--- config.mk ---
export PLATFORM = sky130hd
export DESIGN_NAME = dmx_exec
export DESIGN_NICKNAME = d
export VERILOG_FILES = /design/src/design/dmx_pkg.sv /design/src/design/dmx_exec.sv
export SDC_FILE = /design/constraint.sdc
export NUM_CORES = 1
export LEC_CHECK = 0
export CORE_MARGIN = 3
export CORE_UTILIZATION = 58
export DETAILED_ROUTE_END_ITERATION = 16
export DONT_BUFFER_PORTS = 1
export PLACE_DENSITY_LB_ADDON = 0.15
export SLEW_MARGIN = 20
export SYNTH_ARGS = -nofsm -noshare
export SYNTH_HDL_FRONTEND = slang
export SYNTH_SLANG_ARGS = --single-unit
--- constraint.sdc ---
create_clock -name sys_clk -period 2.7 [get_ports sys_clk]
set_input_delay 0.54 -clock sys_clk [delete_from_list [all_inputs] [get_ports sys_clk]]
set_output_delay 0.54 -clock sys_clk [all_outputs]
set_load 0.02 [all_outputs]
--- src/design/dmx_pkg.sv ---
// constants, types and encodings for the data-move instruction executor
//
// Behaviour
// - file-to-file move reaches any 12-bit data address
// - first word 1100 source, second 1111 destination
// - file-to-file move handles working register endpoints
// - file-to-file move: two words, two cycles, stall three
// - move reads source Q2, writes destination Q4
// - bank literal load writes bank select register
// - working literal load writes working register
// - store working: read Q2, write Q4
// - store address picks byte within 256-byte bank
// - access bit zero selects access bank
// - access bit one uses bank select register
package dmx_pkg;
  // data space and word layout
  localparam int DMX_ADDR_W = 12;
  localparam int DMX_WORD_W = 16;
  localparam int DMX_DATA_W = 8;
  // opcode fields
  localparam logic [3:0] DMX_OPC_MOVE1 = 4'hc; // file-to-file first word
  localparam logic [3:0] DMX_OPC_MOVE2 = 4'hf; // file-to-file second word
  localparam logic [7:0] DMX_OPC_LDB = 8'h01; // bank literal load
  localparam logic [7:0] DMX_OPC_LDW = 8'h0e; // working literal load
  localparam logic [6:0] DMX_OPC_STW = 7'h37; // store working, access bit below
  localparam int DMX_ABIT_POS = 8; // position of the bank-access bit
  // address map of core registers and access bank
  localparam logic [11:0] DMX_W_ADDR = 12'hfe8; // working register in data space
  localparam logic [7:0] DMX_ACC_SPLIT = 8'h80; // low half of access bank below
  localparam logic [3:0] DMX_ACC_LO_BANK = 4'h0; // bank of low access half
  localparam logic [3:0] DMX_ACC_HI_BANK = 4'hf; // bank of high access half
  // reset values
  localparam logic [7:0] DMX_W_RST = 8'h00;
  localparam logic [7:0] DMX_BSR_RST = 8'h00;
  // instruction cycle phases
  typedef enum logic [1:0] {DMX_Q1, DMX_Q2, DMX_Q3, DMX_Q4} dmx_phase_t;
  // operation held for the current instruction cycle
  typedef enum logic [2:0] {DMX_OP_NONE, DMX_OP_MV1, DMX_OP_MV2, DMX_OP_STALL,
                            DMX_OP_LDB, DMX_OP_LDW, DMX_OP_STW} dmx_op_t;
  // data memory request
  typedef struct packed {
    logic rd;
    logic wr;
    logic [11:0] addr;
    logic [7:0] wdata;
  } dmx_mem_req_t;
endpackage

--- src/design/dmx_exec.sv ---
// execution of the four data-move instructions over a four-phase cycle
`timescale 1ns/1ps
module dmx_exec (
  // clock and reset
  input wire logic sys_clk,
  input wire logic nrst,
  // instruction words from fetch
  input wire logic [15:0] instr_word,
  input wire logic instr_valid,
  output logic instr_take,
  // data memory port
  output dmx_pkg::dmx_mem_req_t mem_req,
  input wire logic [7:0] mem_rdata,
  // core state
  output logic [7:0] work_reg,
  output logic [7:0] bank_select_register,
  output logic flags_wr,
  output dmx_pkg::dmx_phase_t q_phase
);
  import dmx_pkg::*;

  dmx_phase_t phase_r, phase_nxt; // current quarter of the cycle
  dmx_op_t op_r, op_nxt; // operation of this cycle
  logic second_r, second_nxt; // awaiting move destination word
  logic [11:0] src_r, src_nxt; // move source address
  logic [11:0] dst_r, dst_nxt; // move or store destination address
  logic [7:0] lit_r, lit_nxt; // literal of a load
  logic [7:0] data_r, data_nxt; // byte carried by a move
  logic [7:0] w_r, w_nxt; // working register
  logic [7:0] bsr_r, bsr_nxt; // bank select register
  dmx_mem_req_t mem_r, mem_nxt; // registered memory request
  logic [11:0] stw_addr; // formed store address

  // store address: access bank or banked by bank select
  always_comb begin
    if (!instr_word[DMX_ABIT_POS]) begin
      stw_addr = {(instr_word[7:0] < DMX_ACC_SPLIT) ? DMX_ACC_LO_BANK : DMX_ACC_HI_BANK, instr_word[7:0]};
    end else begin
      stw_addr = {bsr_r[3:0], instr_word[7:0]};
    end
  end

  // word is consumed in decode phase
  assign instr_take = (phase_r == DMX_Q1) && instr_valid;

  // next-state logic for phases, decode, data path and registers
  always_comb begin
    phase_nxt = phase_r;
    op_nxt = op_r;
    second_nxt = second_r;
    src_nxt = src_r;
    dst_nxt = dst_r;
    lit_nxt = lit_r;
    data_nxt = data_r;
    w_nxt = w_r;
    bsr_nxt = bsr_r;
    mem_nxt = mem_r;
    mem_nxt.rd = 1'b0;
    mem_nxt.wr = 1'b0;
    unique case (phase_r)
      DMX_Q1: begin
        phase_nxt = DMX_Q2;
        op_nxt = DMX_OP_NONE;
        if (second_r) begin
          // missing second word stalls a whole cycle
          if (!instr_valid) begin
            op_nxt = DMX_OP_STALL;
          end else begin
            second_nxt = 1'b0;
            if (instr_word[15:12] == DMX_OPC_MOVE2) begin
              op_nxt = DMX_OP_MV2;
              dst_nxt = instr_word[11:0];
            end
          end
        end else if (instr_valid) begin
          if (instr_word[15:12] == DMX_OPC_MOVE1) begin
            op_nxt = DMX_OP_MV1;
            second_nxt = 1'b1;
            src_nxt = instr_word[11:0];
            mem_nxt.rd = (instr_word[11:0] != DMX_W_ADDR);
            mem_nxt.addr = instr_word[11:0];
          end else if (instr_word[15:8] == DMX_OPC_LDB) begin
            op_nxt = DMX_OP_LDB;
            lit_nxt = instr_word[7:0];
          end else if (instr_word[15:8] == DMX_OPC_LDW) begin
            op_nxt = DMX_OP_LDW;
            lit_nxt = instr_word[7:0];
          end else if (instr_word[15:9] == DMX_OPC_STW) begin
            op_nxt = DMX_OP_STW;
            dst_nxt = stw_addr;
            mem_nxt.rd = (stw_addr != DMX_W_ADDR);
            mem_nxt.addr = stw_addr;
          end
        end
      end
      DMX_Q2: begin
        phase_nxt = DMX_Q3;
        if (op_r == DMX_OP_MV1) begin
          data_nxt = (src_r == DMX_W_ADDR) ? w_r : mem_rdata;
        end
      end
      DMX_Q3: begin
        phase_nxt = DMX_Q4;
        if (op_r == DMX_OP_MV2) begin
          mem_nxt.wr = (dst_r != DMX_W_ADDR);
          mem_nxt.addr = dst_r;
          mem_nxt.wdata = data_r;
        end else if (op_r == DMX_OP_STW) begin
          mem_nxt.wr = (dst_r != DMX_W_ADDR);
          mem_nxt.addr = dst_r;
          mem_nxt.wdata = w_r;
        end
      end
      DMX_Q4: begin
        phase_nxt = DMX_Q1;
        // register results at end of Q4
        unique case (op_r)
          DMX_OP_LDB: bsr_nxt = lit_r;
          DMX_OP_LDW: w_nxt = lit_r;
          DMX_OP_MV2: begin
            if (dst_r == DMX_W_ADDR) begin
              w_nxt = data_r;
            end
          end
          default: begin
          end
        endcase
      end
    endcase
  end

  // state registers
  always_ff @(posedge sys_clk or negedge nrst) begin
    if (!nrst) begin
      phase_r <= DMX_Q1;
      op_r <= DMX_OP_NONE;
      second_r <= 1'b0;
      src_r <= '0;
      dst_r <= '0;
      lit_r <= '0;
      data_r <= '0;
      w_r <= DMX_W_RST;
      bsr_r <= DMX_BSR_RST;
      mem_r <= '0;
    end else begin
      phase_r <= phase_nxt;
      op_r <= op_nxt;
      second_r <= second_nxt;
      src_r <= src_nxt;
      dst_r <= dst_nxt;
      lit_r <= lit_nxt;
      data_r <= data_nxt;
      w_r <= w_nxt;
      bsr_r <= bsr_nxt;
      mem_r <= mem_nxt;
    end
  end

  // outputs
  assign mem_req = mem_r;
  assign work_reg = w_r;
  assign bank_select_register = bsr_r;
  assign q_phase = phase_r;
  assign flags_wr = 1'b0;
endmodule

==> results of run 1 <==
[worst paths after layout]
kind | endpoint | from | slack [ns]
max | dst_r[6]$_DFFE_PN0P_ | q_phase[1]$_DFF_PN0_ | 0.36
min | mem_req[0]$_DFFE_PN0P_ | nrst | 0.09
max reg2reg | dst_r[6]$_DFFE_PN0P_ | q_phase[1]$_DFF_PN0_ | 0.36
min reg2reg | src_r[4]$_DFFE_PN0P_ | src_r[4]$_DFFE_PN0P_ | 0.49
max in group asynchronous | src_r[8]$_DFFE_PN0P_ | nrst | 2.28
min in group sys_clk | lit_r[0]$_DFFE_PN0P_ | instr_word[0] | 0.34
[critical path, cell delays in order, from the launching register on]
cell	delay, ns
dfrtp_1	0.49
inv_1	0.13
ha_1	0.40
and2_1	0.36
o221a_2	0.47
mux2_2	0.39
[logic make-up after synthesis]
family	share of synthesized area (%)
other	0.0921
muxes	21.5
buffers and inverters	3.47
adders and majority gates	1.23
and+or+nand+nor	12.6
DFF	51.6
AOI/OAI and AO/OA	9.52
[layer usage]
| metal | vias up | wire, um |
|---|---|---|
| met4 | 0 | 137 |
| met5 | - | 0 |
| met2 | 86 | 3880 |
| met1 | 1363 | 3980 |
| li1 | 1260 | - |
| met3 | 14 | 679 |
[power by group]
group          internal, mW  switching [mW]  total, mW
Combinational         0.112           0.111      0.223
Clock                 0.453           0.431      0.884
Sequential             1.38           0.166       1.54
Total                  1.94           0.709       2.65
[layout make-up]
cell class	count	area, um2
multi-input combinational	235	1830
tap	93	116
clock buffer	12	145
inverter	16	60.1
clock inverter	4	48.8
timing repair buffer	7	72.6
fill	517	2190
sequential	84	2100
[cells in the mapped netlist (2+ instances only)]
master	count
nand4bb_1	2
nand2_1	32
nand4_1	4
nor3_1	4
a2bb2oi_1	2
o21ai_0	23
a31oi_1	3
a21oi_2	8
nand2b_1	3
inv_1	15
or3_1	3
and3_1	4
nand3_1	4
buf_2	5
mux2i_1	21
a21oi_1	2
nor2b_1	2
nand4b_1	2
nor2_1	16
ha_1	4
clkbuf_1	10
nand3b_1	2
o22ai_1	11
or4b_1	2
buf_4	2
mux2_2	59
dfrtp_1	84
or2_2	2
[through the flow]
stage	cell area, um2	hold WS [ns]
after CTS	4380	0.0989
after detailed placement	4160	0.247
after global routing	4380	0.103
after floorplan	4070	0.244
final	4380	0.0860
after global placement	4160	0.247
==> impl_metrics.yaml, run 1 <==
detailed_routing:
  drt.antenna.violating_nets: 0
  num_vias: 2723
  first_iter_violations: 132
  drc: 0
  drt_first_pass_iters: 4
  finalWirelength_um: 8670
  vias_per_cell: 6.04
  routedWlPerCell_um: 19.2
global_route:
  grt_pass1_wl_um: 14600
  grt_pass1_vias: 2752
  antenna_found_initial: 0
  grt_max_degree: 85
  met1_usage_pct: 31.8
  globalRouteMet3Util_pct: 7.26
  track_usage_pct: 22.7
  overflow: 0
  grt.met2_usage_pct: 33.7
  grt-busiest-layer: "met2"
layout:
  layout_common_cells: "84 x dfrtp_1, 59 x mux2_2, 32 x nand2_1"
  stdcell_count: 451
  final_common_cell: "dfrtp_1"
  largest_reg_flops: 22
  fin_nets: 384
  drive_above_1_share_pct: 27.1
  post-route-util_pct: 66.7
  antenna-diode-count: 0
  areaGrowthSynthToFinish_pct: 7.53
logic_synthesis:
  synth-main-ff-cell: "dfrtp_1"
  synth.distinct_cells: 50
  syn-num-nets: 384
  synth_warnings: 0
  synth.area.top_cells: "dfrtp_1 52%, mux2_2 16%, mux2i_1 5.2%, nand2_1 2.9%, o21ai_0 2.8%"
  synth_edf_count: 0
  synth_top_area_cell: "dfrtp_1"
  yosysTopAreaCellShare_pct: 51.6
  synth_seq_cells: 84
  synth_cells: 353
  ys_seq_area_share_pct: 51.6
  async_flop_share_pct: 100
  syn_area_um2: 4070
  syn_area_per_cell_um2: 11.5
sta:
  setup_slack_ns: 0.357
  fin_crit_sh_pct: 86.8
  tightest_slew_ns: 0.661
  slew_violations: 0
  fmax_mhz: 427
  tns_ns: 0
  slew_headroom_pct: 55.8
  rsz0062_at_grt: "no"
  final-hold-violation-count: 0
  setup_viol: 0
  skew_ns: 0.0113
  finalWorstPathRequiredPeriod_ns: 2.34
min_path:
  worstHoldPathType: "in2async"
power:
  ir_worst_vdd_mv: 0.375
  leakagePower_nw: 2.03
  power_density_nw_per_um2: 605
  fin_total_pwr_mw: 2.65
clock_tree:
  clkLatencyLatePin_ns: 0.34
  cts.clk_slew.worst_paths_ns: 0.08
  cts_setup_buffers: 0
  cts_made_buffers: 9
  cts_tree: "done"
  numClockSinks: 84
  cts.path.max_buffers: 2
  hold_buffers: 1
  clockRootBuffer: "clkbuf_8"
  htree_num_levels: 3
  cts_resized: 0
floorplanning:
  placementRows: 29
  core-area_um2: 6570
  die_width_um: 89.8
  die_area_um2: 8060
  die_h_um: 89.8
  start_util_pct: 62.0
  ioPinCount: 69
placed_design:
  dp_cells: 434
  pre_cts_ws_ns: 0.396
  port-buffer-count: 0
  place_congestion: 0.818
  dp_hpwl_um: 6230
setup_path:
  cp_max_fo: 12
  reg2reg_depth: 5
  worst_setup_path_start_kind: "flop"
  critPathRequiredTime_ns: 2.93
  cp.arrival_ns: 2.57
  path_class: "reg2reg"
  end_kind: "flop"
run:
  cap_violations: 0
run_status:
  status: "finished, final reports clean"
Note: power is estimated with default switching activity, not from simulation.
==> inputs of run 2 (changes only) <==
Settings changed: GPL_TIMING_DRIVEN set to 0, MAX_ROUTING_LAYER set to met4.
==> impl_metrics.yaml, run 2 (synthesis gave the netlist of run 1 again) <==
placed_design:
  place_congestion: 0.901
  dp_cells: 446
  pre_cts_ws_ns: 0.156
  port-buffer-count: 0
  dp_hpwl_um: 6440
  place_area_um2: 4190
layout:
  post-route-util_pct: 66.8
  nFillCells: 507
  fin_nets: 396
  layout_common_cells: "84 x dfrtp_1, 59 x mux2_2, 32 x nand2_1"
  drive_above_1_share_pct: 26.2
  seqCellArea_um2: 2100
  final_common_cell: "dfrtp_1"
  largest_reg_flops: 22
  antenna-diode-count: 0
  stdcell_count: 463
  multi_input_area_um2: 1830
  areaGrowthSynthToFinish_pct: 7.71
  final_area_um2: 4390
global_route:
  grt_max_degree: 85
  antenna_found_initial: 0
  grt_pass1_wl_um: 15100
  overflow: 0
  track_usage_pct: 24.3
  grt_pass1_vias: 2856
run_status:
  status: "finished, final reports clean"
detailed_routing:
  first_iter_violations: 172
  vias_per_cell: 5.94
  drc: 0
  finalWirelength_um: 9100
  num_vias: 2751
  drt_first_pass_iters: 5
  drt.antenna.violating_nets: 0
  routedWlPerCell_um: 19.7
setup_path:
  cp_slowest_stage_delay_ns: 0.49
  critical_path.top_delay_family: "buffers and inverters"
  cp_cell_sequence: "inv_1, ha_1, buf_1, and2_1, o221a_2, buf_2, mux2_2"
  critPathBufInv: 3
  cp_max_fo: 10
  r2r_setup_slack_ns: 0.14
  path_class: "reg2reg"
  end_kind: "flop"
  crit_slowest_cell: "dfrtp_1"
  critPathRequiredTime_ns: 2.94
  cp.arrival_ns: 2.80
  worst_setup_path_start_kind: "flop"
sta:
  final-hold-violation-count: 0
  skew_ns: 0.00680
  setup_slack_ns: 0.136
  fmax_mhz: 390
  slew_headroom_pct: 39.6
  slew_violations: 0
  fin_crit_sh_pct: 95.0
  finalWorstPathRequiredPeriod_ns: 2.56
  whs_ns: 0.0753
  tns_ns: 0
  tightest_slew_ns: 0.898
  rsz0062_at_grt: "no"
  setup_viol: 0
power:
  fin_total_pwr_mw: 2.56
  power_density_nw_per_um2: 585
  leakagePower_nw: 2.03
  ir_worst_vdd_mv: 0.415
min_path:
  worstHoldPathType: "in2async"
clock_tree:
  cts_tree: "done"
  cts.clk_slew.worst_paths_ns: 0.08
  cts_setup_buffers: 0
  numClockSinks: 84
  htree_num_levels: 3
  clkLatencyLatePin_ns: 0.35
  cts_made_buffers: 9
  cts.path.max_buffers: 2
  clockRootBuffer: "clkbuf_8"
floorplanning:
  die_width_um: 89.8
  ioPinCount: 69
  core-area_um2: 6570
  die_h_um: 89.8
  die_area_um2: 8060
  start_util_pct: 62.0
  placementRows: 29
run:
  cap_violations: 0
run 2: cell type report:
type | count | area share, %
Timing Repair Buffer | 1 | 0.627
Inverter | 16 | 1.37
Clock buffer | 12 | 3.31
Clock inverter | 4 | 0.570
Buffer | 18 | 1.85
Multi-Input combinational cell | 235 | 41.7
Sequential cell | 84 | 47.9
Tap cell | 93 | 2.65
run 2: repair_timing:
item                                    4_1_cts  5_1_grt
endpoints found under the setup margin        0        1
gates resized for setup                       0        1
hold buffers                                  1        0
hold endpoints to repair                     84        0
run 2: path summary, 6_finish.rpt:
kind	start	to	cells after the start
worst min-delay path	nrst	op_r[0]$_DFFE_PN0P_	1
max in group asynchronous	nrst	mem_req[9]$_DFFE_PN0P_	1
worst max register to register	q_phase[0]$_DFF_PN0_	dst_r[4]$_DFFE_PN0P_	7
worst min register to register	src_r[5]$_DFFE_PN0P_	src_r[5]$_DFFE_PN0P_	2
worst max-delay path	q_phase[0]$_DFF_PN0_	dst_r[4]$_DFFE_PN0P_	7
min in group sys_clk	instr_word[4]	lit_r[4]$_DFFE_PN0P_	1
run 2: routing by layer:
layer	GRT usage, %	up-vias	wire [um]
met5	-	-	0
met4	7.66	0	108
met3	7.68	11	731
met2	35.3	95	4090
met1	33.0	1355	4170
li1	-	1290	-
run 2: power breakdown:
group          leakage (nW)  internal [mW]  switching [mW]  total, mW
registers              1.09           1.38           0.167       1.54
clock network        0.0824          0.357           0.438      0.795
logic                 0.852          0.112           0.116      0.228
total                  2.03           1.84           0.721       2.56
